[src/pkg/lsm_defs.vh]
// Register offsets, field positions, reset values and widths of the line status monitor.
// Included by the monitor module; holds definitions only.
`ifndef LSM_DEFS_VH
`define LSM_DEFS_VH

`define LSM_ADDR_W 11
`define LSM_CH_LSB 8
`define LSM_OFS_W 8

`define LSM_OFS_EDGE_SEL 8'h35
`define LSM_OFS_STATUS 8'h36
`define LSM_OFS_ATTEN 8'h37
`define LSM_OFS_TX_JITTER 8'h38
`define LSM_OFS_RX_JITTER 8'h39
`define LSM_OFS_IRQ_STATUS 8'h3A
`define LSM_OFS_IRQ_ENABLE 8'h3C
`define LSM_OFS_JIT_MODE 8'h3D

`define LSM_BIT_LOSS 0
`define LSM_BIT_ALARM 1
`define LSM_BIT_FAULT 2
`define LSM_BIT_TX_PEAK 0
`define LSM_BIT_RX_PEAK 1

`define LSM_EV_W 3
`define LSM_ATTEN_W 5
`define LSM_JIT_W 7

`define LSM_RST_EV 3'h0
`define LSM_RST_ATTEN 5'h00
`define LSM_RST_JIT 7'h00
`define LSM_RST_MODE 2'h0
`define LSM_RST_DATA 8'h00

`endif

[src/lsm_line_status_monitor.v]
// Real-time line status, attenuation and jitter registers for eight line channels.
// Assumes detector inputs synchronous to sys_clk_in and a single-cycle strobe register port.
//
// Local design decision: the address-and-strobe port.
`timescale 1ns/1ps
`include "lsm_defs.vh"

module lsm_line_status_monitor #(
   parameter CHANNELS = 8
) (
   // Clock and reset.
   input wire sys_clk_in,
   input wire rst_b_in,
   // Register port.
   input wire [`LSM_ADDR_W-1:0] addr_in,
   input wire [7:0] wr_data_in,
   input wire wr_in,
   input wire rd_in,
   output reg [7:0] rd_data_out,
   // Detector inputs, one slice per channel.
   input wire [CHANNELS-1:0] driver_fault_in,
   input wire [CHANNELS-1:0] alarm_signal_in,
   input wire [CHANNELS-1:0] signal_loss_in,
   input wire [CHANNELS*`LSM_ATTEN_W-1:0] line_atten_code_in,
   input wire [CHANNELS*`LSM_JIT_W-1:0] tx_jitter_in,
   input wire [CHANNELS*`LSM_JIT_W-1:0] rx_jitter_in,
   // Interrupt.
   output reg irq_out
);

   wire [7:0] ofs = addr_in[`LSM_OFS_W-1:0];
   wire [2:0] ch_sel = addr_in[`LSM_ADDR_W-1:`LSM_CH_LSB];
   wire [7:0] ch_rd [0:CHANNELS-1];
   wire [CHANNELS-1:0] ch_irq;

   genvar c;
   genvar p;
   generate
      for (c = 0; c < CHANNELS; c = c + 1) begin : g_ch
         localparam [2:0] CH_ID = c;
         wire hit = (ch_sel == CH_ID);
         wire wr_ch = wr_in && hit;
         wire rd_ch = rd_in && hit;
         reg [`LSM_EV_W-1:0] flag;
         reg [`LSM_EV_W-1:0] flag_prev;
         reg [`LSM_EV_W-1:0] irq_status;
         reg [`LSM_EV_W-1:0] irq_enable;
         reg [`LSM_EV_W-1:0] edge_sel;
         reg [1:0] jit_mode;
         reg [`LSM_ATTEN_W-1:0] atten;
         wire [`LSM_JIT_W-1:0] jit_shown [0:1];
         wire [`LSM_EV_W-1:0] ev_rise = flag & ~flag_prev;
         wire [`LSM_EV_W-1:0] ev_any = flag ^ flag_prev;
         wire [`LSM_EV_W-1:0] ev = (edge_sel & ev_any) | (~edge_sel & ev_rise);
         wire [`LSM_EV_W-1:0] w1c = (wr_ch && ofs == `LSM_OFS_IRQ_STATUS) ?
            wr_data_in[`LSM_EV_W-1:0] : `LSM_RST_EV;
         wire [`LSM_EV_W-1:0] next_irq_status = (irq_status & ~w1c) | ev;

         always @(posedge sys_clk_in or negedge rst_b_in) begin
            if (!rst_b_in) begin
               flag <= `LSM_RST_EV;
               flag_prev <= `LSM_RST_EV;
               irq_status <= `LSM_RST_EV;
               irq_enable <= `LSM_RST_EV;
               edge_sel <= `LSM_RST_EV;
               jit_mode <= `LSM_RST_MODE;
               atten <= `LSM_RST_ATTEN;
            end else begin
               flag[`LSM_BIT_FAULT] <= driver_fault_in[c];
               flag[`LSM_BIT_ALARM] <= alarm_signal_in[c];
               flag[`LSM_BIT_LOSS] <= signal_loss_in[c];
               flag_prev <= flag;
               irq_status <= next_irq_status;
               atten <= line_atten_code_in[c*`LSM_ATTEN_W +: `LSM_ATTEN_W];
               if (wr_ch && ofs == `LSM_OFS_IRQ_ENABLE) begin
                  irq_enable <= wr_data_in[`LSM_EV_W-1:0];
               end
               if (wr_ch && ofs == `LSM_OFS_EDGE_SEL) begin
                  edge_sel <= wr_data_in[`LSM_EV_W-1:0];
               end
               if (wr_ch && ofs == `LSM_OFS_JIT_MODE) begin
                  jit_mode <= wr_data_in[1:0];
               end
            end
         end

         for (p = 0; p < 2; p = p + 1) begin : g_path
            wire [`LSM_JIT_W-1:0] src;
            if (p == 0) begin : g_tx
               assign src = tx_jitter_in[c*`LSM_JIT_W +: `LSM_JIT_W];
            end else begin : g_rx
               assign src = rx_jitter_in[c*`LSM_JIT_W +: `LSM_JIT_W];
            end
            localparam [7:0] OFS_J = (p == 0) ? `LSM_OFS_TX_JITTER : `LSM_OFS_RX_JITTER;
            wire rd_clr = rd_ch && (ofs == OFS_J);
            reg [`LSM_JIT_W-1:0] cur;
            reg [`LSM_JIT_W-1:0] hi;
            reg [`LSM_JIT_W-1:0] lo;
            always @(posedge sys_clk_in or negedge rst_b_in) begin
               if (!rst_b_in) begin
                  cur <= `LSM_RST_JIT;
                  hi <= `LSM_RST_JIT;
                  lo <= `LSM_RST_JIT;
               end else begin
                  cur <= src;
                  if (rd_clr) begin
                     hi <= src;
                     lo <= src;
                  end else begin
                     if (src > hi) begin
                        hi <= src;
                     end
                     if (src < lo) begin
                        lo <= src;
                     end
                  end
               end
            end
            assign jit_shown[p] = jit_mode[p] ? (hi - lo) : cur;
         end

         assign ch_irq[c] = |(irq_status & irq_enable);
         assign ch_rd[c] =
            (ofs == `LSM_OFS_STATUS) ? {5'h0, flag} :
            (ofs == `LSM_OFS_ATTEN) ? {3'h0, atten} :
            (ofs == `LSM_OFS_TX_JITTER) ? {1'b0, jit_shown[0]} :
            (ofs == `LSM_OFS_RX_JITTER) ? {1'b0, jit_shown[1]} :
            (ofs == `LSM_OFS_EDGE_SEL) ? {5'h0, edge_sel} :
            (ofs == `LSM_OFS_IRQ_STATUS) ? {5'h0, irq_status} :
            (ofs == `LSM_OFS_IRQ_ENABLE) ? {5'h0, irq_enable} :
            (ofs == `LSM_OFS_JIT_MODE) ? {6'h00, jit_mode} : `LSM_RST_DATA;
      end
   endgenerate

   wire [7:0] next_rd_data = (rd_in && ch_sel < CHANNELS) ? ch_rd[ch_sel] : `LSM_RST_DATA;

   always @(posedge sys_clk_in or negedge rst_b_in) begin
      if (!rst_b_in) begin
         rd_data_out <= `LSM_RST_DATA;
         irq_out <= 1'b0;
      end else begin
         rd_data_out <= next_rd_data;
         irq_out <= |ch_irq;
      end
   end

endmodule // lsm_line_status_monitor

[config.mk]
export PLATFORM = sky130hd
export DESIGN_NAME = lsm_line_status_monitor
export DESIGN_NICKNAME = d
export VERILOG_FILES = /design/src/lsm_line_status_monitor.v
export VERILOG_INCLUDE_DIRS = /design/src /design/src/pkg
export SDC_FILE = /design/constraint.sdc
export NUM_CORES = 1
export LEC_CHECK = 0
export ABC_AREA = 1
export BUFFER_PORTS_ARGS = -buffer_cell sky130_fd_sc_hd__clkbuf_2
export CORE_ASPECT_RATIO = 0.6
export CORE_MARGIN = 2
export CORE_UTILIZATION = 35
export DETAILED_ROUTE_END_ITERATION = 8
export PLACE_DENSITY_LB_ADDON = 0.2
export REMOVE_ABC_BUFFERS = 1
export SYNTH_ARGS = -nofsm -noshare
export SYNTH_HDL_FRONTEND = slang
export SYNTH_SLANG_ARGS = --single-unit
[constraint.sdc]
create_clock -name sys_clk_in -period 2.3 [get_ports sys_clk_in]
set_input_delay 0.345 -clock sys_clk_in [delete_from_list [all_inputs] [get_ports sys_clk_in]]
set_output_delay 0.345 -clock sys_clk_in [all_outputs]
set_load 0.05 [all_outputs]
# Word-level counts from Yosys, hierarchy flattened
# Cells that the tools add are included.
totals:
  reg_bits: 521
  inputBits: 199
classes:
  addsub: 16
  order_cmp: 33
  eq_ne: 15
  mux: 156
  bitwise_logic: 89
  n_reduce_logical: 98
op_table:
  columns: ["cell", "count"]
  rows:
  - ["7-bit 2-to-1 mux", 112]
  - ["3-bit AND", 40]
  - ["7-bit > comparator", 16]
  - ["7-bit less-than comparator", 16]
  - ["7-bit subtractor", 16]
  - ["3-bit 2-to-1 mux", 32]
  - ["3-bit NOT", 24]
  - ["8-bit by 6-bit == test with 1-bit output (second input constant)", 8]
  - ["1-bit logical AND", 64]
  - ["2-bit nonzero test", 32]
  - ["3-bit OR", 16]
  - ["8-bit binary-select mux with 3-bit select", 1]
  - ["8-bit 2-to-1 mux", 3]
  - ["24-bit OR reduction", 1]
  - ["3-bit XOR", 8]
  - ["2-bit 2-to-1 mux", 8]
  - ["3-bit == test (second input constant)", 4]
  - ["3-bit by 2-bit == test with 1-bit output (second input constant)", 2]
  - ["4-bit >= comparator (second input constant)", 1]
  - ["3-bit NOT with 4-bit output", 1]
  - ["3-bit by 1-bit == test with 1-bit output (second input constant)", 1]
  - ["3-bit zero test", 1]

# Logic depth before layout (Yosys ltp)
logic_depth:
  depth_word: 13
  mapped_depth: 18
  depth_no_buf: 18

# Least setup slack after synthesis
# Ideal clock, no wire load.
synth_timing:
  kind: "register -> register"
  startpoint: "reg g_ch[4].g_path[1].hi[0]"
  endpoint: "reg rd_data_out[4]"
  setup_ns: 0.117
  t_arrival_ns: 1.896
  setup_slack_ns: 0.286
  stages_incl_launch_ff: 13
  cell_sequence: "dfrtp_1 > inv_1 > ha_1 > inv_1 > fa_1 > a31o_2 > or2_2 > nand3_1 > nand2_1 > nand4_1 > nand2_1 > nor2_1 > nor2_1"
synth_via:
  elab_chain_len: 10
synth_lines:
  columns: ["element", "line_no", "rtl"]
  rows:
  - ["from (decl)", "lsm_line_status_monitor.v:97", "reg [`LSM_JIT_W-1:0] hi;"]
  - ["from (signal assigned)", "lsm_line_status_monitor.v:102", "hi <= `LSM_RST_JIT;"]
  - ["from (signal assigned)", "lsm_line_status_monitor.v:107", "hi <= src;"]
  - ["from (signal assigned)", "lsm_line_status_monitor.v:111", "hi <= src;"]
  - ["7-bit subtractor", "lsm_line_status_monitor.v:119", "assign jit_shown[p] = jit_mode[p] ? (hi - lo) : cur;"]
  - ["7-bit 2-to-1 mux", "lsm_line_status_monitor.v:119", null]
  - ["7-bit 2-to-1 mux (no line) (4 in a row)", null, null]
  - ["8-bit binary-select mux with 3-bit select", "lsm_line_status_monitor.v:135", "wire [7:0] next_rd_data = (rd_in && ch_sel < CHANNELS) ? ch_rd[ch_sel] : `LSM_RST_DATA;"]
  - ["8-bit 2-to-1 mux (implied by the code) (2 in a row)", "lsm_line_status_monitor.v:135", null]
  - ["8-bit 2-to-1 mux (no line)", null, null]
  - ["net next_rd_data[4]", "lsm_line_status_monitor.v:135", null]
  - ["to (signal assigned)", "lsm_line_status_monitor.v:139", "rd_data_out <= `LSM_RST_DATA;"]
  - ["to (signal assigned)", "lsm_line_status_monitor.v:142", "rd_data_out <= next_rd_data;"]
  - ["to (decl)", "lsm_line_status_monitor.v:19", "output reg [7:0] rd_data_out,"]
# The timed path passes the listed nets, and every way through them passes these cells. The select of a mux whose other input is x is not followed.
# A chain may end at the register's enable or synchronous reset.

# Final worst setup path
layout_timing:
  startpoint: "reg g_ch[7].g_path[0].hi[0]"
  endpoint: "reg rd_data_out[2]"
layout_via:
  elab_chain_len: 9
layout_lines:
  columns: ["element", "line_no"]
  rows:
  - ["from (decl)", "lsm_line_status_monitor.v:97"]
  - ["from (signal assigned)", "lsm_line_status_monitor.v:102"]
  - ["from (signal assigned)", "lsm_line_status_monitor.v:107"]
  - ["from (signal assigned)", "lsm_line_status_monitor.v:111"]
  - ["7-bit subtractor", "lsm_line_status_monitor.v:119"]
  - ["7-bit 2-to-1 mux", "lsm_line_status_monitor.v:119"]
  - ["7-bit 2-to-1 mux (no line) (3 in a row)", null]
  - ["8-bit binary-select mux with 3-bit select", "lsm_line_status_monitor.v:135"]
  - ["8-bit 2-to-1 mux (implied by the code) (2 in a row)", "lsm_line_status_monitor.v:135"]
  - ["8-bit 2-to-1 mux (no line)", null]
  - ["net next_rd_data[2]", "lsm_line_status_monitor.v:135"]
# The timed path passes the listed nets, and every way through them passes these cells. The select of a mux whose other input is x is not followed.

==> results.txt <==
Power per Cell Area -> 1148 nW/um^2
Mean Syn Cell Area -> 8.247 um^2
crit-path most repeated cell -> nand2_1
Detailed Place HPWL -> 77.84 mm
Cell variety after synth -> 51
clk root buf -> clkbuf_16
Port Buffers -> 201
post-synth top area share -> 42.25%
Post-synth EDFFs -> 0
period utilization -> 102.0%
Tmin final -> 2.346 ns
WP data arrival -> 2.86 ns
Final Total Pwr -> 44.24 mW
CP Max Fanout -> 2
Initial Utilization -> 35.27%
Post-Route Skew -> 0.02048 ns
leak pwr -> 19.09 nW
status -> finished with violations
Avg WL per Cell -> 18.37 um
Max Freq -> 426.2 MHz
row cnt -> 84
CTS Buf Count -> 56
P&R area growth vs syn -> 25.13%
clock sinks -> 520
most common cell after layout, fill and taps aside -> nand2_1
CP cell instances -> inv_2 -> ha_4 -> inv_4 -> fa_2 -> buf_4 -> nor2_1 -> o21ai_0 -> nand2_1 -> nor2_1 -> nor2_1 -> nand3_1 -> nand2_1 -> nand2_1 -> nand2_1 -> o21ai_2 -> nand2_1 -> nor2_1
Clock power frac -> 21.7%
final setup fails -> 1
cells after synthesis -> 3735
I/O Pins -> 208
DRT Pass-1 Iters -> 6
CP delay by family, top -> simple AND/OR/NAND/NOR gates
area leader, netlist -> dfrtp_1
Max VDD drop -> 0.0004921 V
Area contributors post-synth -> dfrtp_1 42%, ha_1 13%, nand2_1 11%
sw frac -> 41.32%
clk slew on worst S/H paths -> 0.07 ns
vias in the first global route -> 25210
most frequent cells in the layout -> 862 x nand2_1, 520 x dfrtp_1, 497 x inv_1, 350 x o21ai_0, 315 x ha_1
worst stage delay on the critical path -> 0.39 ns
post-route setup slack -> -0.04638 ns
Synth async-reset ratio -> 100.0%
dpl cells -> 5194
Combinational Power Share -> 49.6%
WS Path Type -> flop to flop
dpl ws -> -0.1729 ns
flops & latches, synth -> 520
Die Ht -> 233.8 um
Sequential Power Share -> 28.7%
GRT overflow -> 0
CP Data Required Time -> 2.82 ns
CP max-delay cell -> dfrtp_1
MaxCap Viol Count -> 0
Worst-Skew Late Latency -> 0.64 ns
die width -> 387.0 um
pin count of the biggest net entering global routing -> 109
first-pass GRT wire length -> 154.5 mm
commonest register cell after synthesis -> dfrtp_1
Max Transition Viols Final -> 0
DRT iter0 DRCs -> 2289
CTS tree -> built
Residual DRC -> 0
Via density -> 4.890
Worst setup SP type -> flop
cell-internal power -> 25.96 mW
total length of routed wires -> 100.8 mm
register area share after synthesis -> 42.25%
CTS H-tree lvls -> 2
failing checks -> negative setup slack
worst slew pin tran -> 0.7088 ns
Syn. warnings -> 0
Core ar. -> 87340 um^2
Total GRT Usage -> 22.22%
via count -> 26820
RSZ-0062 raised after global routing -> true
mapped cell area -> 30800 um^2
Buf+Inv Stages, Crit Path -> 3
nets@finish -> 4818
switching pwr -> 18.28 mW
Final Hold Fails -> 0
Final ANT Viol Nets -> 0
worst hold path type -> primary input to async pin
Layout Cells excl Fill -> 5485
initial antenna violation count -> 4
share of post-route cells with drive strength above 1 -> 15.69%
clk buf depth -> 3
Relative slew margins -> 52.54%
Worst setup EP type -> flop
RD Place Congestion -> 0.8882
die area -> 90470 um^2
through the flow:
stage	cell area, um^2	util, %	hold slack [ns]	setup TNS (ns)
after floorplan	30250	-	0.04941	-1.839
after global placement	34410	39.40	0.1965	-3.334
after detailed placement	34410	39.40	0.1961	-4.027
after CTS	38180	43.71	0.1127	-0.03214
after global routing	38530	44.12	0.1439	-0.4489
final	38540	44.13	0.1410	-0.04638
layer usage:
layer	GRT usage [%]	vias to the layer above	routed length, um
met3	4.106	105	6891
met4	4.400	2	1881
met2	29.68	664	38480
met5	0	-	13
met1	36.18	12520	53490
li1	-	13530	-
Yosys cell counts, types with 5 or more instances:
cell / n
nand2_1: 884
dfrtp_1: 520
inv_1: 515
o21ai_0: 370
ha_1: 328
nand3_1: 235
a21oi_1: 232
nor2_1: 125
nand4_1: 99
buf_2: 48
o211ai_1: 43
or2_2: 41
o21ai_1: 31
nor3_1: 27
a211oi_1: 19
buf_4: 19
clkbuf_1: 17
fa_1: 16
xor2_1: 16
inv_2: 15
o221ai_1: 14
xnor2_1: 14
a221oi_1: 12
nand3b_1: 11
nand2_2: 9
buf_6: 7
a22o_1: 6
nor2_4: 6
nor3_2: 6
o22ai_1: 6
a32o_1: 5
logic make-up (layout without fill, tap and decap cells):
| family | Yosys count | after routing | share of synthesized area, % |
|---|---|---|---|
| xor gates and xnor gates | 30 | 30 | 0.8531 |
| adders and majority gates | 344 | 344 | 14.36 |
| AOI/OAI and AO/OA | 752 | 752 | 13.35 |
| buffers and inverters | 631 | 1216 | 8.315 |
| DFF | 520 | 520 | 42.25 |
| and+or+nand+nor | 1454 | 1454 | 20.76 |
| muxes | 3 | 3 | 0.09750 |
| other | 1 | 5 | 0.01218 |
area by class of cell:
type,count,area (um^2)
Timing Repair Buffer,579,4541
Tap cell,1161,1453
Sequential cell,520,13010
Clock buffer,86,1695
Multi-Input combinational cell,2584,15600
Antenna cell,4,10.01
Inverter,534,2009
Clock inverter,17,215.2
Fill cell,8713,48800
registers in the layout (all words and copies together) (netlist names), 24 cells and up:
signal,count
g_ch.flag_prev,24
g_ch.g_path.cur,112
g_ch.irq_enable,24
g_ch.irq_status,24
g_ch.atten,40
g_ch.g_path.hi,112
g_ch.edge_sel,24
g_ch.flag,24
g_ch.g_path.lo,112
power groups by stage:
stage	clock network, mW	logic, mW	registers (mW)
finish	9.61	21.9	12.7
global route	10.2	25.5	13.0
CTS	9.84	21.2	12.7
detailed placement	0	20.7	12.8
global placement	0	20.4	12.8
floorplan	0	14.6	12.4
timing repair:
item / CTS / global route
buffers inserted: 1 / 5
gates resized for setup: 24 / 103
endpoints found under the hold margin: 679 / 0
pin swaps: 6 / 44
hold buffers: 178 / 0
setup endpoints to repair: 4 / 13
final timing paths:
check	startpoint	to	slack, ns	depth (start not counted)
min in group sys_clk_in	wr_data_in[2]	g_ch[1].edge_sel[2]$_DFFE_PN0P_	0.31	4
min	rst_b_in	g_ch[0].g_path[1].hi[6]$_DFFE_PN0P_	0.14	2
max	g_ch[7].g_path[0].hi[0]$_DFFE_PN0P_	rd_data_out[2]$_DFF_PN0_	-0.05	17
max reg2reg	g_ch[7].g_path[0].hi[0]$_DFFE_PN0P_	rd_data_out[2]$_DFF_PN0_	-0.05	17
max in group asynchronous	rst_b_in	g_ch[4].g_path[0].hi[3]$_DFFE_PN0P_	1.22	3
min reg2reg	g_ch[6].flag[0]$_DFF_PN0_	g_ch[6].flag_prev[0]$_DFF_PN0_	0.42	0
Power figures use the tool's default switching activity.
